`config.mk`:
```
export PLATFORM = sky130hd
export DESIGN_NAME = rtid_decode
export DESIGN_NICKNAME = d
export VERILOG_FILES = /design/src/include/rtid_pkg.sv /design/src/hdl/rtid_op_decode.sv /design/src/hdl/rtid_decode.sv
export VERILOG_INCLUDE_DIRS = /design/src /design/src/include
export SDC_FILE = /design/constraint.sdc
export NUM_CORES = 1
export LEC_CHECK = 0
export BUFFER_PORTS_ARGS = -buffer_cell sky130_fd_sc_hd__buf_2
export CELL_PAD_IN_SITES_DETAIL_PLACEMENT = 0
export CELL_PAD_IN_SITES_GLOBAL_PLACEMENT = 2
export CORE_ASPECT_RATIO = 0.9
export CORE_UTILIZATION = 22
export DETAILED_ROUTE_END_ITERATION = 12
export MAX_ROUTING_LAYER = met4
export PLACE_DENSITY_LB_ADDON = 0.1
export RECOVER_POWER = 50
export SLEW_MARGIN = 20
export SYNTH_ARGS = -nofsm -noshare
export SYNTH_HDL_FRONTEND = slang
export SYNTH_SLANG_ARGS = --single-unit
```
`constraint.sdc`:
```
create_clock -name i_core_clk -period 3.4 [get_ports i_core_clk]
set_input_delay 0.34 -clock i_core_clk [delete_from_list [all_inputs] [get_ports i_core_clk]]
set_output_delay 0.34 -clock i_core_clk [all_outputs]
set_load 0.02 [all_outputs]
```
`src/include/rtid_regs.svh`:
```
/*
 * Constants of the register-transfer instruction decoder: operation codes,
 * field positions and reset values.
 * Assumes it is included by bare name from the design files.
 */
`ifndef RTID_REGS_SVH
`define RTID_REGS_SVH

// ----------------------------------------------------------------------------
// Instruction words, ten bits each.
// ----------------------------------------------------------------------------
`define RTID_CODE_CMP_LOAD 10'h239
`define RTID_CODE_RD_IRQ 10'h253
`define RTID_CODE_RD_SER 10'h242
`define RTID_CODE_RD_KEY 10'h256

// ----------------------------------------------------------------------------
// Comparator register field positions.
// ----------------------------------------------------------------------------
`define RTID_CMP_HI_MSB 7
`define RTID_CMP_HI_LSB 4
`define RTID_CMP_LO_MSB 3
`define RTID_CMP_LO_LSB 0

// ----------------------------------------------------------------------------
// Reset values.
// ----------------------------------------------------------------------------
`define RTID_CMP_RST 8'h00
`define RTID_ACC_RST 4'h0

`endif

```
`src/include/rtid_pkg.sv`:
```
/*
 * Types shared by the register-transfer instruction decoder files.
 * Assumes rtid_regs.svh is on the include path.
 */
`default_nettype none

package rtid_pkg;

  // --------------------------------------------------------------------------
  // Basic data types.
  // --------------------------------------------------------------------------
  typedef logic [9:0] rtid_instr_t;
  typedef logic [3:0] rtid_nib_t;
  typedef logic [7:0] rtid_cmp_t;

  // One-hot decode of the four transfer instructions.
  typedef struct packed {
    logic cmp_load;
    logic rd_irq;
    logic rd_ser;
    logic rd_key;
  } rtid_op_t;

  // Source registers that the read transfers copy from.
  typedef struct packed {
    rtid_nib_t irq_control_reg;
    rtid_nib_t serial_control_reg;
    rtid_nib_t key_wakeup_reg;
  } rtid_src_t;

endpackage

`default_nettype wire

```
`src/hdl/rtid_op_decode.sv`:
```
/*
 * Combinational decode of the instruction word into one-hot operation flags.
 * Assumes the instruction word and its valid come from logic on the core clock.
 */
`default_nettype none
`include "rtid_regs.svh"

module rtid_op_decode
  import rtid_pkg::*;
(
  input wire logic i_valid,
  input wire rtid_instr_t i_instr,
  output rtid_op_t o_op
);

  // --------------------------------------------------------------------------
  // Pattern match.
  // --------------------------------------------------------------------------
  // Each flag is qualified by valid so an idle bus decodes to no operation.
  always_comb begin
    o_op.cmp_load = i_valid && (i_instr == `RTID_CODE_CMP_LOAD);
    o_op.rd_irq = i_valid && (i_instr == `RTID_CODE_RD_IRQ);
    o_op.rd_ser = i_valid && (i_instr == `RTID_CODE_RD_SER);
    o_op.rd_key = i_valid && (i_instr == `RTID_CODE_RD_KEY);
  end

endmodule

`default_nettype wire

```
`src/hdl/rtid_decode.sv`:
```
/*
 * Decode and execute of four register-transfer instructions of a 4-bit core:
 * comparator load from B and A, and accumulator reads of the interrupt
 * control, serial control and key wakeup registers.
 * Assumes the fetch unit presents one instruction word per cycle with a
 * valid strobe, and the register file applies the accumulator write pulse.
 */
// Function
// - In comparator mode the comparator load writes B to bits 7..4 and A to bits 3..0.
// - In conversion mode the comparator load changes nothing, like a no-operation.
// - Word 1000111001 is the comparator load, one word and one cycle.
// - Word 1001010011 copies the interrupt control register into A in one cycle.
// - Word 1001000010 copies the serial control register into A in one cycle.
// - The key wakeup read copies the key wakeup register into A in one cycle.
`default_nettype none
`include "rtid_regs.svh"

module rtid_decode
  import rtid_pkg::*;
(
  input wire logic i_core_clk,
  input wire logic i_rstn,
  input wire logic i_instr_valid,
  input wire rtid_instr_t i_instr,
  input wire rtid_nib_t i_acc,
  input wire rtid_nib_t i_reg_b,
  input wire logic i_converter_mode_bit,
  input wire rtid_src_t i_src,
  output logic o_acc_we,
  output rtid_nib_t o_acc_data,
  output logic o_cmp_we,
  output rtid_cmp_t o_cmp_data,
  output logic o_nop_done,
  output logic o_hit,
  output logic o_cy_we,
  output logic o_skip_next
);

  // --------------------------------------------------------------------------
  // Decode.
  // --------------------------------------------------------------------------
  rtid_op_t op;

  rtid_op_decode rtid_op_decode_i (
    .i_valid(i_instr_valid),
    .i_instr(i_instr),
    .o_op(op)
  );

  // --------------------------------------------------------------------------
  // Execute state.
  // --------------------------------------------------------------------------
  logic acc_we_q, acc_we_d;
  rtid_nib_t acc_data_q, acc_data_d;
  logic cmp_we_q, cmp_we_d;
  rtid_cmp_t cmp_q, cmp_d;
  logic nop_q, nop_d;
  logic hit_q, hit_d;
  logic cy_we_q, cy_we_d;
  logic skip_q, skip_d;

  // Next values of every execute register. Write enables are one-cycle pulses,
  // while the comparator register holds its value until the next load.
  always_comb begin
    acc_we_d = 1'b0;
    acc_data_d = acc_data_q;
    cmp_we_d = 1'b0;
    cmp_d = cmp_q;
    nop_d = 1'b0;
    hit_d = op.cmp_load | op.rd_irq | op.rd_ser | op.rd_key;
    // These transfers never touch carry nor request a skip; the flops keep
    // the ports registered so that a later merge with other opcodes is clean.
    cy_we_d = 1'b0;
    skip_d = 1'b0;
    if (op.cmp_load) begin
      if (i_converter_mode_bit) begin
        cmp_we_d = 1'b1;
        cmp_d[`RTID_CMP_HI_MSB:`RTID_CMP_HI_LSB] = i_reg_b;
        cmp_d[`RTID_CMP_LO_MSB:`RTID_CMP_LO_LSB] = i_acc;
      end else begin
        // Conversion mode: the converter owns the register, so touch nothing.
        nop_d = 1'b1;
      end
    end
    if (op.rd_irq) begin
      acc_we_d = 1'b1;
      acc_data_d = i_src.irq_control_reg;
    end
    if (op.rd_ser) begin
      acc_we_d = 1'b1;
      acc_data_d = i_src.serial_control_reg;
    end
    if (op.rd_key) begin
      acc_we_d = 1'b1;
      acc_data_d = i_src.key_wakeup_reg;
    end
  end

  // Registers only; the result appears one cycle after the word is taken.
  always_ff @(posedge i_core_clk) begin
    if (!i_rstn) begin
      acc_we_q <= 1'b0;
      acc_data_q <= `RTID_ACC_RST;
      cmp_we_q <= 1'b0;
      cmp_q <= `RTID_CMP_RST;
      nop_q <= 1'b0;
      hit_q <= 1'b0;
      cy_we_q <= 1'b0;
      skip_q <= 1'b0;
    end else begin
      acc_we_q <= acc_we_d;
      acc_data_q <= acc_data_d;
      cmp_we_q <= cmp_we_d;
      cmp_q <= cmp_d;
      nop_q <= nop_d;
      hit_q <= hit_d;
      cy_we_q <= cy_we_d;
      skip_q <= skip_d;
    end
  end

  // --------------------------------------------------------------------------
  // Outputs, all straight from flops.
  // --------------------------------------------------------------------------
  assign o_acc_we = acc_we_q;
  assign o_acc_data = acc_data_q;
  assign o_cmp_we = cmp_we_q;
  assign o_cmp_data = cmp_q;
  assign o_nop_done = nop_q;
  assign o_hit = hit_q;
  assign o_cy_we = cy_we_q;
  assign o_skip_next = skip_q;

  // --------------------------------------------------------------------------
  // Assertions.
  // --------------------------------------------------------------------------
  // Comparator mode load lands B high and A low one cycle later.
  AST_CMP_LOAD: assert property (
    @(posedge i_core_clk) disable iff (!i_rstn)
    (i_instr_valid && i_instr == `RTID_CODE_CMP_LOAD && i_converter_mode_bit)
    |=> (o_cmp_we && o_cmp_data == {$past(i_reg_b), $past(i_acc)} && !o_acc_we)
  ) else $error("Comparator load did not store B and A.");

  // Conversion mode load leaves the comparator and accumulator untouched.
  AST_CMP_NOP: assert property (
    @(posedge i_core_clk) disable iff (!i_rstn)
    (i_instr_valid && i_instr == `RTID_CODE_CMP_LOAD && !i_converter_mode_bit)
    |=> (!o_cmp_we && !o_acc_we && o_nop_done && $stable(o_cmp_data))
  ) else $error("Comparator load in conversion mode changed state.");

  // The comparator register only moves on a decoded load in comparator mode.
  AST_CMP_HOLD: assert property (
    @(posedge i_core_clk) disable iff (!i_rstn)
    !(i_instr_valid && i_instr == `RTID_CODE_CMP_LOAD && i_converter_mode_bit)
    |=> (!o_cmp_we && $stable(o_cmp_data))
  ) else $error("Comparator register changed without a load.");

  AST_RD_IRQ: assert property (
    @(posedge i_core_clk) disable iff (!i_rstn)
    (i_instr_valid && i_instr == `RTID_CODE_RD_IRQ)
    |=> (o_acc_we && o_acc_data == $past(i_src.irq_control_reg) && o_hit)
  ) else $error("Interrupt control read did not reach the accumulator.");

  AST_RD_SER: assert property (
    @(posedge i_core_clk) disable iff (!i_rstn)
    (i_instr_valid && i_instr == `RTID_CODE_RD_SER)
    |=> (o_acc_we && o_acc_data == $past(i_src.serial_control_reg) && o_hit)
  ) else $error("Serial control read did not reach the accumulator.");

  AST_RD_KEY: assert property (
    @(posedge i_core_clk) disable iff (!i_rstn)
    (i_instr_valid && i_instr == `RTID_CODE_RD_KEY)
    |=> (o_acc_we && o_acc_data == $past(i_src.key_wakeup_reg) && o_hit)
  ) else $error("Key wakeup read did not reach the accumulator.");

  // No transfer writes carry or asks for a skip, for two cycles after it.
  AST_NO_FLAGS: assert property (
    @(posedge i_core_clk) disable iff (!i_rstn)
    (i_instr_valid && (i_instr == `RTID_CODE_CMP_LOAD || i_instr == `RTID_CODE_RD_IRQ
      || i_instr == `RTID_CODE_RD_SER || i_instr == `RTID_CODE_RD_KEY))
    |=> (!o_cy_we && !o_skip_next) [*2]
  ) else $error("Transfer touched carry or skip.");

  // Accumulator write pulse appears only for a decoded read transfer.
  AST_ACC_CAUSE: assert property (
    @(posedge i_core_clk) disable iff (!i_rstn)
    o_acc_we |-> $past(i_instr_valid) && ($past(i_instr) == `RTID_CODE_RD_IRQ
      || $past(i_instr) == `RTID_CODE_RD_SER || $past(i_instr) == `RTID_CODE_RD_KEY)
  ) else $error("Accumulator write without a read transfer.");

  // A write pulse to the comparator needs a load seen in comparator mode.
  AST_CMP_CAUSE: assert property (
    @(posedge i_core_clk) disable iff (!i_rstn)
    o_cmp_we |-> $past(i_instr_valid) && $past(i_instr) == `RTID_CODE_CMP_LOAD
      && $past(i_converter_mode_bit)
  ) else $error("Comparator write without a comparator mode load.");

  // A no-operation pulse needs a load seen in conversion mode, and writes nothing.
  AST_NOP_CAUSE: assert property (
    @(posedge i_core_clk) disable iff (!i_rstn)
    o_nop_done |-> $past(i_instr_valid) && $past(i_instr) == `RTID_CODE_CMP_LOAD
      && !$past(i_converter_mode_bit) && !o_cmp_we && !o_acc_we
  ) else $error("No-operation pulse without a conversion mode load.");

  // Only a read transfer may move the accumulator value. The check starts from
  // the word, not from the pulse, so that a reset in mid-run is not taken for a change.
  AST_ACC_HOLD: assert property (
    @(posedge i_core_clk) disable iff (!i_rstn)
    !(i_instr_valid && (i_instr == `RTID_CODE_RD_IRQ || i_instr == `RTID_CODE_RD_SER
      || i_instr == `RTID_CODE_RD_KEY))
    |=> (!o_acc_we && $stable(o_acc_data))
  ) else $error("Accumulator value moved without a read transfer.");

  // Every hit comes from one recognised word one cycle before; other words are ignored.
  AST_HIT_CAUSE: assert property (
    @(posedge i_core_clk) disable iff (!i_rstn)
    o_hit |-> $past(i_instr_valid) && ($past(i_instr) == `RTID_CODE_CMP_LOAD
      || $past(i_instr) == `RTID_CODE_RD_IRQ || $past(i_instr) == `RTID_CODE_RD_SER
      || $past(i_instr) == `RTID_CODE_RD_KEY)
  ) else $error("Hit pulse without a recognised transfer word.");

  // One word executes one transfer, so the two write pulses never meet.
  AST_ONE_WRITE: assert property (
    @(posedge i_core_clk) disable iff (!i_rstn)
    !(o_acc_we && o_cmp_we)
  ) else $error("Accumulator and comparator written in the same cycle.");

endmodule

`default_nettype wire

```
==> impl_metrics.env <==
export IMPL_nNetsFinal=168
export IMPL_p_sw_frac=0.2180
export IMPL_synth_top_area_cell="dfxtp_1"
export IMPL_holdCritPathClass="in2reg"
export IMPL_numCtsBuffers=3
export IMPL_die_h_um=57.10
export IMPL_num_vias=802
export IMPL_dp_cells=171
export IMPL_clock_power_share=0.415
export IMPL_skew_ns=0
export IMPL_diodes=0
export IMPL_cp_max_fo=10
export IMPL_drv_slew=0
export IMPL_ys_seq_area_frac=0.4317
export IMPL_synth_area_leaders="dfxtp_1, o22ai_1, nand3_1"
export IMPL_peakVddDrop_mv=0.1644
export IMPL_ys_ff_latch=16
export IMPL_r2r_end="o_cmp_data[5]$_SDFFE_PN0P_"
export IMPL_worst_path_max_delay_cell="nand4_1"
export IMPL_tns_ns=0
export IMPL_synth_common_cells="dfxtp_1, nand3_1, a21oi_1, o21ai_0, o22ai_1"
export IMPL_clk_path_buf_depth=2
export IMPL_max_clock_freq_mhz=665.8
export IMPL_cap_viol_max_count=0
export IMPL_grt_pass1_vias=766
export IMPL_layout_drive_gt1_share=0.3008
export IMPL_stdcell_area_sq_um=1051
export IMPL_grt_first_pass_wirelength_mm=3.512
export IMPL_finalSetupViolCount=0
export IMPL_first_iter_violations=32
export IMPL_path_class="in2reg"
export IMPL_endpoint="o_cmp_data[7]$_SDFFE_PN0P_"
export IMPL_power_density_nw_per_um2=380.4
export IMPL_syn_to_final_growth_pct=41.65
export IMPL_floorplan_initialDensity=0.2364
export IMPL_drt_pass1_iterations=3
export IMPL_ys_flop_type="dfxtp_1"
export IMPL_cts_hold_buffers=0
export IMPL_grt_util_all_layers=0.1276
export IMPL_cpPeakStageDelay_ns=0.40
export IMPL_setup_worst_path_start_class="primary input"
export IMPL_cts_tree="done"
export IMPL_fp_dieArea_sq_um=3609
export IMPL_drc=0
export IMPL_worst_setup_path_end_kind="flip-flop"
export IMPL_fill_cells=368
export IMPL_viasPerCell=4.583
export IMPL_yosysMostFrequentCell="dfxtp_1"
export IMPL_min_period_ns=1.502
export IMPL_reg2reg_slack_ns=2.76
export IMPL_htreeDepth=1
export IMPL_async_flop_share=0
export IMPL_post_cts_resized=0
export IMPL_finalPower_mw=0.3998
export IMPL_drt_total_wl_mm=2.060
export IMPL_fin_crit_sh=0.4418
export IMPL_grt_max_degree=11
export IMPL_layout_setup_ws_ns=1.898
export IMPL_core_sq_um=3138
export IMPL_place_hpwl_mm=1.599
export IMPL_rows=19
export IMPL_ios=52
export IMPL_wire_per_inst_um=11.77
export IMPL_cts_sinks=16
export IMPL_leakagePower_nw=0.4092
export IMPL_crit_start="i_instr[2]"
export IMPL_synth_edf_count=0
export IMPL_reg2reg_from="o_cmp_data[5]$_SDFFE_PN0P_"
export IMPL_postRouteAntennaNets=0
export IMPL_gr_total_overflow=0
export IMPL_clock_root_buffer="clkbuf_8"
export IMPL_synth_cell_types=27
export IMPL_synthCells=84
export IMPL_utilization=0.3349
export IMPL_io_buffers=49
export IMPL_yosys_warnings=0
export IMPL_grt_antenna_before_repair=0
export IMPL_post_place_ws_ns=1.633
export IMPL_yosysTopAreaCellShare=0.4317
export IMPL_status="complete, no violations"
export IMPL_worstRegToRegCells=2
export IMPL_cts_clk_slew_worst_paths_ns=0.06
export IMPL_crit_arrival_ns=1.64
export IMPL_seq_power_share=0.469
export IMPL_cp_cell_sequence="buf_2, nor4bb_1, nand4_1, o21ai_0, a21oi_1"
export IMPL_gp_congestion=0.7305
export IMPL_cts_setup_buffers=0
export IMPL_p_int_mw=0.3127
export IMPL_die_w_um=63.22
export IMPL_stdcell_count=175
export IMPL_avgSynthCellArea_sq_um=8.833
export IMPL_critPathRequiredTime_ns=3.53
export IMPL_p_comb_frac=0.116
export IMPL_clkLatencyLatePin_ns=0.24
export IMPL_place_area_sq_um=1015
export IMPL_hold_viol=0
export IMPL_rsz0062_at_grt="false"
export IMPL_holdWs_ns=0.3378
export IMPL_p_sw_mw=0.08715
export IMPL_netlist_area_sq_um=742.0
-- registers in the layout, summed over array words and instances, names as in the netlist --
register	cells
o_cmp_data	8
o_acc_data	4
o_acc_we	1
o_cmp_we	1
o_hit	1
o_nop_done	1
-- cell families after synthesis --
family                    count (synthesis)  share of synthesized area
DFF                                      16                     0.4317
other                                     1                   0.005054
and+or+nand+nor                          27                     0.2209
xor gates and xnor gates                  1                    0.01181
buffers and inverters                     8                    0.05395
AOI/OAI and AO/OA                        31                     0.2766
-- worst max-delay path, delay by kind of cell --
family / cells / cell delay (ns)
buffers and inverters: 1 / 0.13
and+or+nand+nor: 2 / 0.78
AOI/OAI and AO/OA: 2 / 0.39
-- cells in the final DEF (no fill, tap or decap) --
master / n
clkbuf_8: 4
a21oi_1: 8
and4_1: 1
buf_2: 34
xor2_1: 1
and2_1: 1
o22ai_1: 8
nand4bb_1: 2
conb_1: 2
o21a_1: 1
nand2_1: 5
nand3_1: 9
nor2_1: 1
nor3_1: 2
dfxtp_1: 16
clkinv_1: 1
nand4_1: 1
or2_4: 1
clkbuf_1: 15
nor2b_1: 1
nand3b_1: 1
o22a_1: 4
a2111oi_4: 1
inv_1: 2
o21ai_0: 8
nor4bb_1: 2
o21ai_1: 1
-- power by group through the flow --
stage          clock (mW)  sequential [mW]  combinational [mW]
5_1_grt             0.186            0.187              0.0513
3_3_place_gp            0            0.192              0.0461
6_report            0.166            0.188              0.0462
4_1_cts             0.172            0.188              0.0468
3_5_place_dp            0            0.192              0.0466
2_1_floorplan           0            0.192              0.0230
-- metal layers --
layer / vias up / GRT usage / share of wire
met1: 363 / 0.1681 / 0.52
met4: 0 / 0.02597 / 0.0034
met5: - / - / 0
met3: 2 / 0.03800 / 0.058
met2: 27 / 0.1935 / 0.42
li1: 410 / - / -
-- layout make-up --
cell class | count | area, sq um | area share
flip-flops and latches | 16 | 320.3 | 0.3048
well taps | 42 | 52.55 | 0.05000
multi-input cells | 61 | 385.4 | 0.3667
clock buffers | 4 | 55.05 | 0.05238
repair buffers | 49 | 226.5 | 0.2155
inverters | 3 | 11.26 | 0.01071
-- worst min-delay path by stage --
stage	cells after the start	from	end	slack [ns]
finish	3	i_acc[3]	o_cmp_data[3]$_SDFFE_PN0P_	0.34
global route	3	i_acc[2]	o_cmp_data[2]$_SDFFE_PN0P_	0.34
CTS	3	i_acc[0]	o_cmp_data[0]$_SDFFE_PN0P_	0.33
detailed placement	2	o_acc_data[1]$_SDFFE_PN0P_	o_acc_data[1]$_SDFFE_PN0P_	0.47
global placement	2	o_acc_data[2]$_SDFFE_PN0P_	o_acc_data[2]$_SDFFE_PN0P_	0.46
floorplan	1	i_rstn	o_hit$_SDFF_PN0_	0.46
Power figures use the tool's default switching activity.
